$ cat src/design/hub_cfg_pkg.sv
// package of constants for the hub configuration strap selector
// assumes a 100 MHz system clock and a wishbone classic register bus
package hub_cfg_pkg;

  // ----------------------------------------------------------------
  // configuration methods
  // ----------------------------------------------------------------
  typedef enum logic [1:0] {
    METHOD_RESERVED,
    METHOD_SMBUS,
    METHOD_DEFAULTS,
    METHOD_EEPROM
  } config_method_type;

  localparam logic [1:0] STRAP_CODE_RESERVED = 2'h0;
  localparam logic [1:0] STRAP_CODE_SMBUS    = 2'h1;
  localparam logic [1:0] STRAP_CODE_DEFAULTS = 2'h2;
  localparam logic [1:0] STRAP_CODE_EEPROM   = 2'h3;

  localparam logic [6:0] SMBUS_SLAVE_ADDR = 7'h2c;

  // ----------------------------------------------------------------
  // timing
  // ----------------------------------------------------------------
  localparam int CLK_PERIOD_PS    = 10000;
  localparam int RESET_MIN_PS     = 1000000;
  localparam int RESET_MIN_CYCLES = (RESET_MIN_PS + CLK_PERIOD_PS - 1) / CLK_PERIOD_PS;

  // ----------------------------------------------------------------
  // register map (word offsets in bytes)
  // ----------------------------------------------------------------
  localparam logic [3:0] REG_STATUS_OFFSET  = 4'h0;
  localparam logic [3:0] REG_CONTROL_OFFSET = 4'h4;

  // status fields
  localparam int STATUS_METHOD_LSB   = 0;
  localparam int STATUS_RESERVED_BIT = 2;
  localparam int STATUS_LOCAL_PWR    = 3;
  localparam int STATUS_EXT_CLK      = 4;
  localparam int STATUS_STRAP_LO     = 5;
  localparam int STATUS_STRAP_HI     = 6;
  localparam int STATUS_SMB_ADDR_LSB = 8;

  // control fields
  localparam int CONTROL_CLR_RESERVED = 0;
  localparam int CONTROL_OSC_DISABLE  = 1;

  localparam logic [31:0] CONTROL_RESET = 32'h0000_0000;

endpackage

$ cat src/design/strap_sync.sv
// two flip-flop synchroniser for a group of asynchronous pin inputs
// assumes one clock; no reset needed on the synchroniser chain
`timescale 1ns/100ps
module strap_sync #(
  parameter int WIDTH = 4
) (
  input  wire logic             clk_i,
  input  wire logic [WIDTH-1:0] async_i,
  output logic      [WIDTH-1:0] sync_o
);

  logic [WIDTH-1:0] meta_q;

  // ----------------------------------------------------------------
  // synchroniser chain
  // ----------------------------------------------------------------
  genvar g;
  generate
    for (g = 0; g < WIDTH; g++)
    begin : g_bit
      always_ff @(posedge clk_i)
      begin
        meta_q[g] <= async_i[g];
        sync_o[g] <= meta_q[g];
      end
    end
  endgenerate

endmodule // strap_sync

$ cat src/design/hub_config_strap_select.sv
// reset-time configuration method selector for a two-port hub controller
// assumes chip_reset_n_i, straps and power detect arrive asynchronously;
// the serial pins are open-drain and resolved outside; registers on classic wishbone
//
// Behaviour
// - latch both method straps at reset release and hold until next reset
// - straps hi 0 lo 1 select smbus slave at address 0101100
// - hi 1 lo 0 selects internal defaults; both 1 selects eeprom read
// - serial clock pin doubles as low strap, sampled at reset release
// - external clock select low drives crystal, high takes cmos clock; control bit 1 set turns the crystal drive off
// - local power detect high means local supply, low means bus powered
//
// The Wishbone interface to the registers and the register offsets were left to the implementer.
`timescale 1ns/100ps
module hub_config_strap_select (
  input  wire logic        clk_i,
  input  wire logic        rst_i,
  // chip pins
  input  wire logic        chip_reset_n_i,
  input  wire logic        config_method_strap_hi_i,
  input  wire logic        serial_clk_i,
  output logic             serial_clk_o,
  output logic             serial_clk_oe_o,
  input  wire logic        serial_data_i,
  output logic             serial_data_o,
  output logic             serial_data_oe_o,
  input  wire logic        external_clock_select_i,
  input  wire logic        local_power_detect_i,
  input  wire logic        test_mode_i,
  // decoded configuration
  output logic             chip_in_reset_o,
  output logic             config_valid_o,
  output logic             smbus_slave_en_o,
  output logic [6:0]       smbus_slave_addr_o,
  output logic             eeprom_load_en_o,
  output logic             internal_defaults_o,
  output logic             reserved_strap_o,
  output logic             crystal_drive_en_o,
  output logic             external_ref_clock_sel_o,
  output logic             self_powered_o,
  // wishbone classic slave
  input  wire logic        wb_cyc_i,
  input  wire logic        wb_stb_i,
  input  wire logic        wb_we_i,
  input  wire logic [3:0]  wb_adr_i,
  input  wire logic [3:0]  wb_sel_i,
  input  wire logic [31:0] wb_dat_i,
  output logic [31:0]      wb_dat_o,
  output logic             wb_ack_o
);

  // ----------------------------------------------------------------
  // pin synchronisation
  // ----------------------------------------------------------------
  logic [4:0] pins_sync;

  strap_sync #(
    .WIDTH (5)
  ) u_sync (
    .clk_i   (clk_i),
    .async_i ({test_mode_i, local_power_detect_i, external_clock_select_i,
               serial_clk_i, config_method_strap_hi_i}),
    .sync_o  (pins_sync)
  );

  logic reset_n_s;
  logic reset_n_q;
  logic [1:0] reset_sync_q;

  always_ff @(posedge clk_i)
  begin
    reset_sync_q <= {reset_sync_q[0], chip_reset_n_i};
  end

  assign reset_n_s = reset_sync_q[1];

  // ----------------------------------------------------------------
  // reset pulse qualification
  // ----------------------------------------------------------------
  logic [7:0] low_cnt_q;
  logic       reset_seen_q;
  logic       release_evt;

  always_ff @(posedge clk_i)
  begin
    if (rst_i)
    begin
      low_cnt_q    <= 8'h00;
      reset_seen_q <= 1'b0;
    end
    else if (!reset_n_s)
    begin
      if (low_cnt_q != 8'(hub_cfg_pkg::RESET_MIN_CYCLES))
        low_cnt_q <= low_cnt_q + 8'h01;
      if (low_cnt_q == 8'(hub_cfg_pkg::RESET_MIN_CYCLES - 1))
        reset_seen_q <= 1'b1;
    end
    else
    begin
      low_cnt_q <= 8'h00;
      if (release_evt)
        reset_seen_q <= 1'b0;
    end
  end

  always_ff @(posedge clk_i)
  begin
    if (rst_i)
      reset_n_q <= 1'b0;
    else
      reset_n_q <= reset_n_s;
  end

  assign release_evt = reset_n_s && !reset_n_q && reset_seen_q;

  always_ff @(posedge clk_i)
  begin
    if (rst_i)
      chip_in_reset_o <= 1'b1;
    else if (release_evt)
      chip_in_reset_o <= 1'b0;
    else if (reset_seen_q)
      chip_in_reset_o <= 1'b1;
  end

  // ----------------------------------------------------------------
  // strap latch and method decode
  // ----------------------------------------------------------------
  hub_cfg_pkg::config_method_type method_q;
  logic [1:0] strap_q;

  function automatic hub_cfg_pkg::config_method_type decode_method(input logic [1:0] code);
    unique case (code)
      hub_cfg_pkg::STRAP_CODE_SMBUS:    decode_method = hub_cfg_pkg::METHOD_SMBUS;
      hub_cfg_pkg::STRAP_CODE_DEFAULTS: decode_method = hub_cfg_pkg::METHOD_DEFAULTS;
      hub_cfg_pkg::STRAP_CODE_EEPROM:   decode_method = hub_cfg_pkg::METHOD_EEPROM;
      hub_cfg_pkg::STRAP_CODE_RESERVED: decode_method = hub_cfg_pkg::METHOD_RESERVED;
    endcase
  endfunction

  always_ff @(posedge clk_i)
  begin
    if (rst_i)
    begin
      strap_q        <= 2'h0;
      method_q       <= hub_cfg_pkg::METHOD_RESERVED;
      config_valid_o <= 1'b0;
    end
    else if (release_evt)
    begin
      strap_q        <= {pins_sync[0], pins_sync[1]};
      method_q       <= decode_method({pins_sync[0], pins_sync[1]});
      config_valid_o <= 1'b1;
    end
    else if (reset_seen_q && !reset_n_s)
      config_valid_o <= 1'b0;
  end

  // ----------------------------------------------------------------
  // reserved code flag
  // ----------------------------------------------------------------
  logic clr_reserved;

  always_ff @(posedge clk_i)
  begin
    if (rst_i)
      reserved_strap_o <= 1'b0;
    else if (release_evt)
      reserved_strap_o <= (decode_method({pins_sync[0], pins_sync[1]})
                           == hub_cfg_pkg::METHOD_RESERVED);
    else if (clr_reserved)
      reserved_strap_o <= 1'b0;
  end

  // ----------------------------------------------------------------
  // decoded outputs
  // ----------------------------------------------------------------
  logic [31:0] control_q;

  always_ff @(posedge clk_i)
  begin
    if (rst_i)
    begin
      smbus_slave_en_o    <= 1'b0;
      smbus_slave_addr_o  <= 7'h00;
      eeprom_load_en_o    <= 1'b0;
      internal_defaults_o <= 1'b0;
    end
    else
    begin
      smbus_slave_en_o    <= config_valid_o && method_q == hub_cfg_pkg::METHOD_SMBUS;
      smbus_slave_addr_o  <= hub_cfg_pkg::SMBUS_SLAVE_ADDR;
      eeprom_load_en_o    <= config_valid_o && method_q == hub_cfg_pkg::METHOD_EEPROM;
      internal_defaults_o <= config_valid_o && (method_q == hub_cfg_pkg::METHOD_DEFAULTS
                             || method_q == hub_cfg_pkg::METHOD_RESERVED);
    end
  end

  always_ff @(posedge clk_i)
  begin
    if (rst_i)
    begin
      crystal_drive_en_o       <= 1'b0;
      external_ref_clock_sel_o <= 1'b0;
      self_powered_o           <= 1'b0;
    end
    else
    begin
      crystal_drive_en_o       <= !pins_sync[2] && !control_q[hub_cfg_pkg::CONTROL_OSC_DISABLE];
      external_ref_clock_sel_o <= pins_sync[2];
      self_powered_o           <= pins_sync[3];
    end
  end

  // serial pins are always released; nothing in this module ever drives them
  always_ff @(posedge clk_i)
  begin
    if (rst_i)
    begin
      serial_clk_o     <= 1'b0;
      serial_clk_oe_o  <= 1'b0;
      serial_data_o    <= 1'b0;
      serial_data_oe_o <= 1'b0;
    end
    else
    begin
      serial_clk_o     <= 1'b0;
      serial_clk_oe_o  <= 1'b0;
      serial_data_o    <= 1'b0;
      serial_data_oe_o <= 1'b0;
    end
  end

  // ----------------------------------------------------------------
  // wishbone slave
  // ----------------------------------------------------------------
  logic req;
  logic [31:0] status_word;

  assign req = wb_cyc_i && wb_stb_i && !wb_ack_o;
  assign clr_reserved = req && wb_we_i && wb_adr_i == hub_cfg_pkg::REG_CONTROL_OFFSET
                        && wb_sel_i[0] && wb_dat_i[hub_cfg_pkg::CONTROL_CLR_RESERVED]
                        && !release_evt;

  always_comb
  begin
    status_word = 32'h0000_0000;
    status_word[hub_cfg_pkg::STATUS_METHOD_LSB +: 2] = method_q;
    status_word[hub_cfg_pkg::STATUS_RESERVED_BIT]    = reserved_strap_o;
    status_word[hub_cfg_pkg::STATUS_LOCAL_PWR]       = self_powered_o;
    status_word[hub_cfg_pkg::STATUS_EXT_CLK]         = external_ref_clock_sel_o;
    status_word[hub_cfg_pkg::STATUS_STRAP_LO]        = strap_q[0];
    status_word[hub_cfg_pkg::STATUS_STRAP_HI]        = strap_q[1];
    status_word[hub_cfg_pkg::STATUS_SMB_ADDR_LSB +: 7] = smbus_slave_addr_o;
  end

  always_ff @(posedge clk_i)
  begin
    if (rst_i)
      control_q <= hub_cfg_pkg::CONTROL_RESET;
    else if (req && wb_we_i && wb_adr_i == hub_cfg_pkg::REG_CONTROL_OFFSET && wb_sel_i[0])
      control_q[hub_cfg_pkg::CONTROL_OSC_DISABLE] <= wb_dat_i[hub_cfg_pkg::CONTROL_OSC_DISABLE];
  end

  always_ff @(posedge clk_i)
  begin
    if (rst_i)
    begin
      wb_ack_o <= 1'b0;
      wb_dat_o <= 32'h0000_0000;
    end
    else
    begin
      wb_ack_o <= req;
      if (req && !wb_we_i)
      begin
        unique case (wb_adr_i)
          hub_cfg_pkg::REG_STATUS_OFFSET:  wb_dat_o <= status_word;
          hub_cfg_pkg::REG_CONTROL_OFFSET: wb_dat_o <= control_q;
          default:                         wb_dat_o <= 32'h0000_0000;
        endcase
      end
    end
  end

endmodule // hub_config_strap_select

$ cat config.mk
export PLATFORM = sky130hd
export DESIGN_NAME = hub_config_strap_select
export DESIGN_NICKNAME = d
export VERILOG_FILES = /design/src/design/hub_cfg_pkg.sv /design/src/design/strap_sync.sv /design/src/design/hub_config_strap_select.sv
export SDC_FILE = /design/constraint.sdc
export NUM_CORES = 1
export LEC_CHECK = 0
export BUFFER_PORTS_ARGS = -buffer_cell sky130_fd_sc_hd__buf_2
export CORE_ASPECT_RATIO = 1.5
export CORE_MARGIN = 2
export CORE_UTILIZATION = 43
export DETAILED_ROUTE_END_ITERATION = 12
export GPL_TIMING_DRIVEN = 0
export HOLD_SLACK_MARGIN = 0.06
export PLACE_DENSITY = 0.79
export SLEW_MARGIN = 20
export SYNTH_ARGS = -nofsm -noshare
export SYNTH_HDL_FRONTEND = slang
export SYNTH_SLANG_ARGS = --single-unit
export TNS_END_PERCENT = 1
$ cat constraint.sdc
create_clock -name clk_i -period 1.7 [get_ports clk_i]
set_input_delay 0.17 -clock clk_i [delete_from_list [all_inputs] [get_ports clk_i]]
set_output_delay 0.17 -clock clk_i [all_outputs]
set_load 0.05 [all_outputs]
Yosys cells after proc, flatten, opt, wreduce, memory -nomap -nowiden --
Index checks and enable logic that the tools add are counted.
Operators by class: equal/unequal tests 10, reduce and logical (&&, ||, !) cells 33, multiplexer cells 14, add/sub/neg operators 1
Operators by type and width (number):
- $pmux 15 s2 | 1
- $logic_and 1x1->1 | 15
- $mux 1 | 9
- $add 8x1->8 const B | 1
- $eq 2x2->1 const B | 4
- $eq 8x7->1 const B | 1
- $ne 8x7->1 const B | 1
- $pmux 2 s4 | 1
- $reduce_bool 2->1 | 4
- $logic_not 1->1 | 7
- $logic_not 2->1 | 3
- $mux 6 | 1
- $eq 2x1->1 const B | 2
- $eq 4x3->1 const B | 1
- $logic_not 4->1 | 1
- $mux 2 | 2
- $ne 2x1->1 const B | 1
- $reduce_and 2->1 | 1
- $reduce_or 2->1 | 1
- $logic_or 1x1->1 | 1
Word-level totals: output and inout port bits 53, bits of input ports 52, logic and storage cells 85, bits in registers 74

Depth between registers and ports, before layout --
Gate-level depths: netlist of the first run.
word-level depth 9, gate-level depth with buffers 6, depth with buffers taken out 6

Hierarchy --
From an unflattened synthesis of the first run, not the netlist that was laid out.
Second synthesis, totals: cell total of the unflattened synthesis 190, area, all modules 1805.5 um2
Modules (own cells, without submodules):
- hub_config_strap_select | seq. area each 720.7 um2, area each 1605.3 um2, cells each 180, times used 1
- strap_sync | seq. area each 200.2 um2, area each 200.2 um2, cells each 10, times used 1

Least setup slack after synthesis of the first run --
No wires, ideal clock.
path type reg-to-reg, start register wb_ack_o, end register wb_dat_o[1], buffers on the path 1, cell stages (with the launch flop) 6, slack 0.123 ns, setup time 0.066 ns, period minus slack after synthesis 1.577 ns, arrival 1.511 ns, required time 1.634 ns, cell sequence dfxtp_1 -> nand3b_4 -> or2_1 -> buf_6 -> or3_4 -> a21oi_2
Between the ends: word-level cells in the longest chain between the ends 3
Ends and longest elaborated chain:
- start, declared | line hub_config_strap_select.sv:49 | output logic wb_ack_o
- start signal, assigned | line hub_config_strap_select.sv:274 | wb_ack_o <= req;
- $logic_not 1->1 | line hub_config_strap_select.sv:240 | assign req = wb_cyc_i && wb_stb_i && !wb_ack_o;
- $logic_and 1x1->1 | line hub_config_strap_select.sv:240
- $logic_and 1x1->1 | line hub_config_strap_select.sv:275 | if (req && !wb_we_i)
- end signal, assigned | line hub_config_strap_select.sv:278 | hub_cfg_pkg::REG_STATUS_OFFSET: wb_dat_o <= status_word;
- end signal, assigned | line hub_config_strap_select.sv:279 | hub_cfg_pkg::REG_CONTROL_OFFSET: wb_dat_o <= control_q;
- end, declared | line hub_config_strap_select.sv:48 | output logic [31:0] wb_dat_o,
Every way passes these cells. A chain may end at the register's enable or synchronous reset.

Worst setup path in the final report of the first run --
start register low_cnt_q[0], end register low_cnt_q[0]
Between the ends: word-level cells in the longest chain between the ends 1, elaborated cells between the ends (all ways) 2, those cells by class 1 x add/sub; 1 x eq/ne
Ends and longest elaborated chain:
- start, declared | line hub_config_strap_select.sv:80 | logic [7:0] low_cnt_q;
- start signal, assigned | line hub_config_strap_select.sv:94 | low_cnt_q <= low_cnt_q + 8'h01;
- $add 8x1->8 / $ne 8x7->1 (equally long branches) | line hub_config_strap_select.sv:94, hub_config_strap_select.sv:93
Several ways; a longest one is shown, not always the timed one.

==> summary.md, run 1 <==
| Metric | Value |
|---|---|
| GR Util met1 | `0.129` |
| Post-Synth Simple-Gate Area | `0.208` |
| Max Cap Violations | `0` |
| Compound-gate portion of the synthesized area | `0.0831` |
| Commonest non-fill, non-tap cells in the layout | `dfxtp_1, buf_2, buf_4` |
| Ys flop type | `dfxtp_1` |
| Synth warnings | `0` |
| Syn avg cell area | `9.48 um^2` |
| Min Tclk post-route | `between 1 and 1.5 ns` |
| Critical Path Fanout Max | `5` |
| Final setup viols | `0` |
| Hold Path Origin | `rst_i` |
| Syn-to-layout area delta | `30.4%` |
| Setup WS post-layout | `0.244 ns` |
| Final Power | `2.30 mW` |
| Main combinational cell family by area after synthesis | `simple AND/OR/NAND/NOR gates` |
| Clk root buf | `clkbuf_8` |
| Drt drc | `0` |
| FF-to-FF Start | `low_cnt_q[0]` |
| Slew headroom | `0.659` |
| P_int | `about 1.7 mW` |
| Setup Fix Bufs, Post-CTS | `0` |
| Hold Crit Class | `in2reg` |
| Seq/Total Area, Yosys | `0.492` |
| Vias in the first global route | `1329` |
| GR Overflow Total | `0` |
| Worst Hold End | `reset_n_q` |
| Unique cell type count in the Yosys netlist | `39` |
| Total CTS buffers | `5` |
| WP data required | `~1.9 ns` |
| R2R Setup Slk | `about 0.24 ns` |
| First-pass GRT wire length | `5330 um` |
| DP Cell Count | `301` |
| Post-synthesis mux area share | `0.0112` |
| Overall fraction of global-route tracks in use | `0.144` |
| CP Launch Type | `register` |
| Final std cells w/o fill | `314` |
| Fin util | `0.590` |
| Slew Limit Fails | `0` |
| Routability Congestion | `0.782` |
| RSZ-0062 raised after global routing | `false` |
| Longest Clk Path Bufs | `2` |
| Area fraction of the dominant cell type after synthesis | `0.492` |
| Clk pwr share | `0.396` |
| CP arrival | `between 1.5 and 2 ns` |
| Tcrit/Tclk final | `0.856` |
| Kind of critical path | `reg2reg` |
| CTS tree | `yes` |
| IO buf count | `38` |
| Pre-CTS setup slack | `roughly 0.28 ns` |
| Later-pin clock latency in the skew report | `~0.30 ns` |
| Status | `finished clean` |
| Commonest non-fill, non-tap cell in the layout | `dfxtp_1` |
| NetSw | `0.572 mW` |
| Sequential share of power | `0.462` |
| F_max | `0.687 GHz` |
| Async set or reset register ratio after synthesis | `0` |
| Number of synthesized flops with an enable pin | `0` |
| Hold path depth | `2` |
| Iter 0 DRT Violations | `31` |
| Core area | `3960 um^2` |
| Die Y | `between 80 and 90 um` |
| Cell accounting for the most synthesized area | `dfxtp_1` |
| CP Capture Type | `register` |
| Final-report hold violation count | `0` |
| Power Dens Cells | `985 nW/um^2` |
| Via count of the routed design | `1423` |
| LEAKAGE | `approximately 1.1 nW` |
| Comb power frac | `0.142` |
| Routed length per instance | `between 10 and 15 um` |
| Skew final | `between 0.01 and 0.015 ns` |
| Largest net degree at the start of global routing | `14` |
| Worst-Margin Slew | `~0.51 ns` |
| Post-DR vias/cell | `4.53` |
| Reg2reg path depth | `6` |
| Clock-pin slew on the worst setup and hold paths | `~0.080 ns` |
| Die area | `4710 um^2` |
| Cell row count | `28` |
| Die W | `56.7 um` |
| Clock Sink Count | `between 40 and 50` |
| Ant diodes | `0` |
| Synth Area in Adders | `0.0140` |
| Final nets | `between 300 and 400` |
| PostCTS Resize Cnt | `0` |
| Ratio of cells with drive above 1 in the final layout | `0.327` |
| Switching share of power | `0.248` |
| Reg2reg end | `low_cnt_q[0]` |
| Busiest grt layer | `met2` |
| Initial Utilization | `0.453` |
| Synthesized area | `about 1800 um^2` |
| Total Wirelength | `between 3000 and 4000 um` |
| Top post-synthesis cells by area | `dfxtp_1, buf_4, a21oi_1` |
| Reg area | `about 880 um^2` |
| Syn Inst Count | `189` |
| Multi-input gate area | `706 um^2` |
| DRT antenna net count | `0` |
| FILL cells | `roughly 360` |
| Htree depth | `2` |
| Drt pass-1 iters | `4` |
| Register bit total from synthesis | `44` |
| Setup TNS | `0 ns` |
| Max VDD drop | `0.661 mV` |
| Met3 usage | `0.0374` |
| Initial antenna violation count | `0` |
| Synth Area in XOR/XNOR | `0.0147` |
| Io pins | `between 100 and 150` |
| GR Util met2 | `0.273` |
| DP HPWL | `2500 um` |
[state kept, by name, indices dropped and copies added (netlist names)]
name                      flops
reset_sync_q                  2
external_ref_clock_sel_o      1
wb_dat_o                      8
reserved_strap_o              1
low_cnt_q                     8
strap_q                       2
wb_ack_o                      1
internal_defaults_o           1
reset_n_q                     1
chip_in_reset_o               1
method_q                      2
u_sync.meta_q                 4
reset_seen_q                  1
config_valid_o                1
self_powered_o                1
eeprom_load_en_o              1
smbus_slave_en_o              1
control_q                     1
crystal_drive_en_o            1
smbus_slave_addr_o            1
u_sync.sync_o                 4
[timing repair]
item	CTS	global route
endpoints found under the hold margin	6	0
endpoints found under the setup margin	0	0
hold buffers	6	0
[critical path, cell delays in order (launching register included)]
cell	delay (ns)
dfxtp_1	0.36
inv_1	0.08
ha_1	0.19
nor4b_1	0.25
nand4_1	0.22
xnor2_1	0.20
nor2_1	0.05
[routing by layer]
layer | routed length, um | share of wire
met2 | 1760 | 0.54
met5 | 0 | 0
met1 | 1150 | 0.36
met4 | 93 | 0.029
met3 | 231 | 0.071
[cells in the mapped netlist, drive strengths merged (3+ instances only)]
cell type,count
o21ai,4
or3,5
dfxtp,44
clkbuf,3
nor3,4
inv,4
nand3,11
a21oi,16
nor2b,4
buf,36
nor2,10
nand2,20
[cell type report]
type / count / area share
flip-flops and latches: 44 / 0.377
plain buffers: 39 / 0.128
multi-input cells: 131 / 0.302
repair buffers: 44 / 0.107
well taps: 45 / 0.0241
clock inverters: 2 / 0.0257
inverters: 4 / 0.00643
clock buffers: 5 / 0.0295
[how the worst max path moves through the flow]
stage	start	to	slack, ns	depth (start not counted)
floorplan	wb_ack_o	wb_dat_o[1]	0.12	5
global placement	low_cnt_q[0]	low_cnt_q[0]	0.30	6
detailed placement	low_cnt_q[0]	low_cnt_q[0]	0.28	6
CTS	low_cnt_q[0]	low_cnt_q[0]	0.26	6
global route	low_cnt_q[0]	low_cnt_q[0]	0.12	6
finish	low_cnt_q[0]	low_cnt_q[0]	0.24	6
[metrics by stage]
stage / hold WS, ns / area (um^2)
3_3_place_gp: 0.274 / 2150
5_1_grt: 0.0775 / 2340
6_report: 0.0777 / 2340
4_1_cts: 0.0737 / 2340
2_1_floorplan: 0.198 / 1900
3_5_place_dp: 0.274 / 2150
[cells by family after synthesis]
| family | Yosys count |
|---|---|
| and+or+nand+nor | 68 |
| xor gates and xnor gates | 3 |
| other | 1 |
| adders and majority gates | 2 |
| AOI/OAI and AO/OA | 26 |
| DFF | 44 |
| muxes | 2 |
| buffers and inverters | 43 |
[power by group through the flow]
stage	combinational [mW]	sequential, mW	clock [mW]
2_1_floorplan	0.254	1.11	0
3_3_place_gp	0.311	1.09	0
3_5_place_dp	0.313	1.09	0
4_1_cts	0.325	1.06	0.930
5_1_grt	0.344	1.07	0.963
6_report	0.326	1.06	0.912
Power figures use the tool's default switching activity.
==> run 2: changes to the inputs <==
SYNTH_HIERARCHICAL = 1   (was not set)
==> summary.md, run 2 <==
| Metric | Value |
|---|---|
| Status | `finished clean` |
| Ant diodes | `0 (unchanged)` |
| CTS tree | `yes` |
| FILL cells | `362 (-0.28%)` |
| Syn avg cell area | `9.39 um^2 (-0.94%)` |
| Initial Utilization | `0.446 (-0.00664)` |
| Longest Clk Path Bufs | `2 (unchanged)` |
| F_max | `0.674 GHz (-1.8%)` |
| CP Capture Type | `register` |
| LEAKAGE | `1.10 nW (-1.0%)` |
| Kind of critical path | `reg2reg` |
| Tcrit/Tclk final | `0.872 (+0.0157)` |
| Setup TNS | `0 ns (unchanged)` |
| Later-pin clock latency in the skew report | `0.29 ns (about the same)` |
| Largest regs | `low_cnt_q (8), wb_dat_o (8)` |
| Reg area | `881 um^2 (unchanged)` |
| Max Cap Violations | `0 (unchanged)` |
| First-pass GRT wire length | `5100 um (-4.4%)` |
| Final setup viols | `0 (unchanged)` |
| CP arrival | `1.68 ns (+0.04 ns)` |
| Post-DR vias/cell | `4.53 (about the same)` |
| Routability Congestion | `0.829 (+5.9%)` |
| Vias in the first global route | `1221 (-8.1%)` |
| Hold Crit Class | `in2reg` |
| Initial antenna violation count | `0 (unchanged)` |
| Iter 0 DRT Violations | `40 (+29%)` |
| Routed length per instance | `10.0 um (-2.9%)` |
| Power Dens Cells | `941 nW/um^2 (-4.5%)` |
| Io pins | `105 (unchanged)` |
| Syn-to-layout area delta | `29.1%` |
| Overall fraction of global-route tracks in use | `0.143 (-0.00108)` |
| Total Wirelength | `3140 um (-3.2%)` |
| DP HPWL | `2490 um (-0.29%)` |
| Commonest non-fill, non-tap cells in the layout | `dfxtp_1, buf_2, buf_4` |
| Min Hold Slack | `0.111 ns (+0.0328 ns)` |
| Max VDD drop | `0.757 mV (+15%)` |
| Total CTS buffers | `5 (unchanged)` |
| Ratio of cells with drive above 1 in the final layout | `0.313 (-0.0137)` |
| Final nets | `321 (-0.62%)` |
| Critical Path Fanout Max | `7 (+2)` |
| Die Y | `82.5 um (-0.70%)` |
| PostCTS Resize Cnt | `0 (unchanged)` |
| Slew Limit Fails | `0 (unchanged)` |
| RSZ-0062 raised after global routing | `false` |
| Syn Inst Count | `188 (-0.53%)` |
| GR Overflow Total | `0 (unchanged)` |
| Htree depth | `2 (unchanged)` |
| Synth warnings | `6 (+6)` |
| Drt pass-1 iters | `4 (unchanged)` |
| Min Tclk post-route | `1.48 ns (+0.0267 ns)` |
| Die area | `4640 um^2 (-1.4%)` |
| Via count of the routed design | `1418 (-0.35%)` |
| Skew final | `0.00354 ns (-0.00804 ns)` |
| Drt drc | `0 (unchanged)` |
| DRT antenna net count | `0 (unchanged)` |
| Clock Sink Count | `44 (unchanged)` |
| Die W | `56.3 um (-0.69%)` |
| WP data required | `1.90 ns (+0.02 ns)` |
| Cell row count | `28 (unchanged)` |
| Commonest non-fill, non-tap cell in the layout | `dfxtp_1` |
| Largest net degree at the start of global routing | `14 (unchanged)` |
| IO buf count | `38 (unchanged)` |
| Core area | `3960 um^2 (unchanged)` |
| Synthesized area | `1770 um^2 (-1.5%)` |
| Final Power | `2.14 mW (-6.9%)` |
| DP Cell Count | `300 (-0.33%)` |
| Final std cells w/o fill | `313 (-0.32%)` |
| Final-report hold violation count | `0 (unchanged)` |
| Clock-pin slew on the worst setup and hold paths | `0.08 ns (about the same)` |
| Clk root buf | `clkbuf_8` |
| Multi-input gate area | `703 um^2 (-0.35%)` |
| CP Launch Type | `register` |
[run 2: per-layer routing]
metal  wire, um  track usage  vias up
met5          0            0        -
met4         98        0.107        0
met3        211       0.0312        9
met2       1720        0.272       64
met1       1110        0.132      620
li1           -            -      725
[run 2: cell type report]
cell class	instances	area share
Buffer	39	0.121
Tap cell	45	0.0247
Clock inverter	2	0.0154
Multi-Input combinational cell	130	0.309
Clock buffer	6	0.0319
Sequential cell	44	0.387
Timing Repair Buffer	43	0.105
Inverter	4	0.00659
[run 2: power by group]
group,switching [mW],internal (mW),leakage [nW]
logic,0.226,0.0932,0.681
clock network,0.325,0.436,0.0552
registers,0.0122,1.05,0.360
total,0.563,1.58,1.10
[run 2: final timing paths]
check	endpoint	start	cells after the start	slack (ns)
worst max-delay path	reserved_strap_o	reset_seen_q	4	0.22
worst min-delay path	reserved_strap_o	wb_dat_i[0]	2	0.11
worst max register to register	reserved_strap_o	reset_seen_q	4	0.22
worst min register to register	u_sync/sync_o[2]	u_sync/meta_q[2]	0	0.33
[run 2: timing repair]
action / in CTS / in global routing
hold endpoints to repair: 5 / 0
buffers inserted: 0 / 0
hold buffers: 5 / 0
[run 2: per-stage QoR]
stage | utilization | cell area [um^2] | setup slack (ns)
2_1_floorplan | - | 1870 | 0.133
3_3_place_gp | 0.536 | 2120 | 0.277
3_5_place_dp | 0.536 | 2120 | 0.227
4_1_cts | 0.576 | 2280 | 0.211
5_1_grt | 0.576 | 2280 | 0.125
6_report | 0.576 | 2280 | 0.217
[run 2: worst max-delay path: stages (launching register included)]
cell      delay, ns
dfxtp_1        0.46
nand3b_4       0.14
or3_1          0.36
a21boi_0       0.16
a311oi_1       0.27
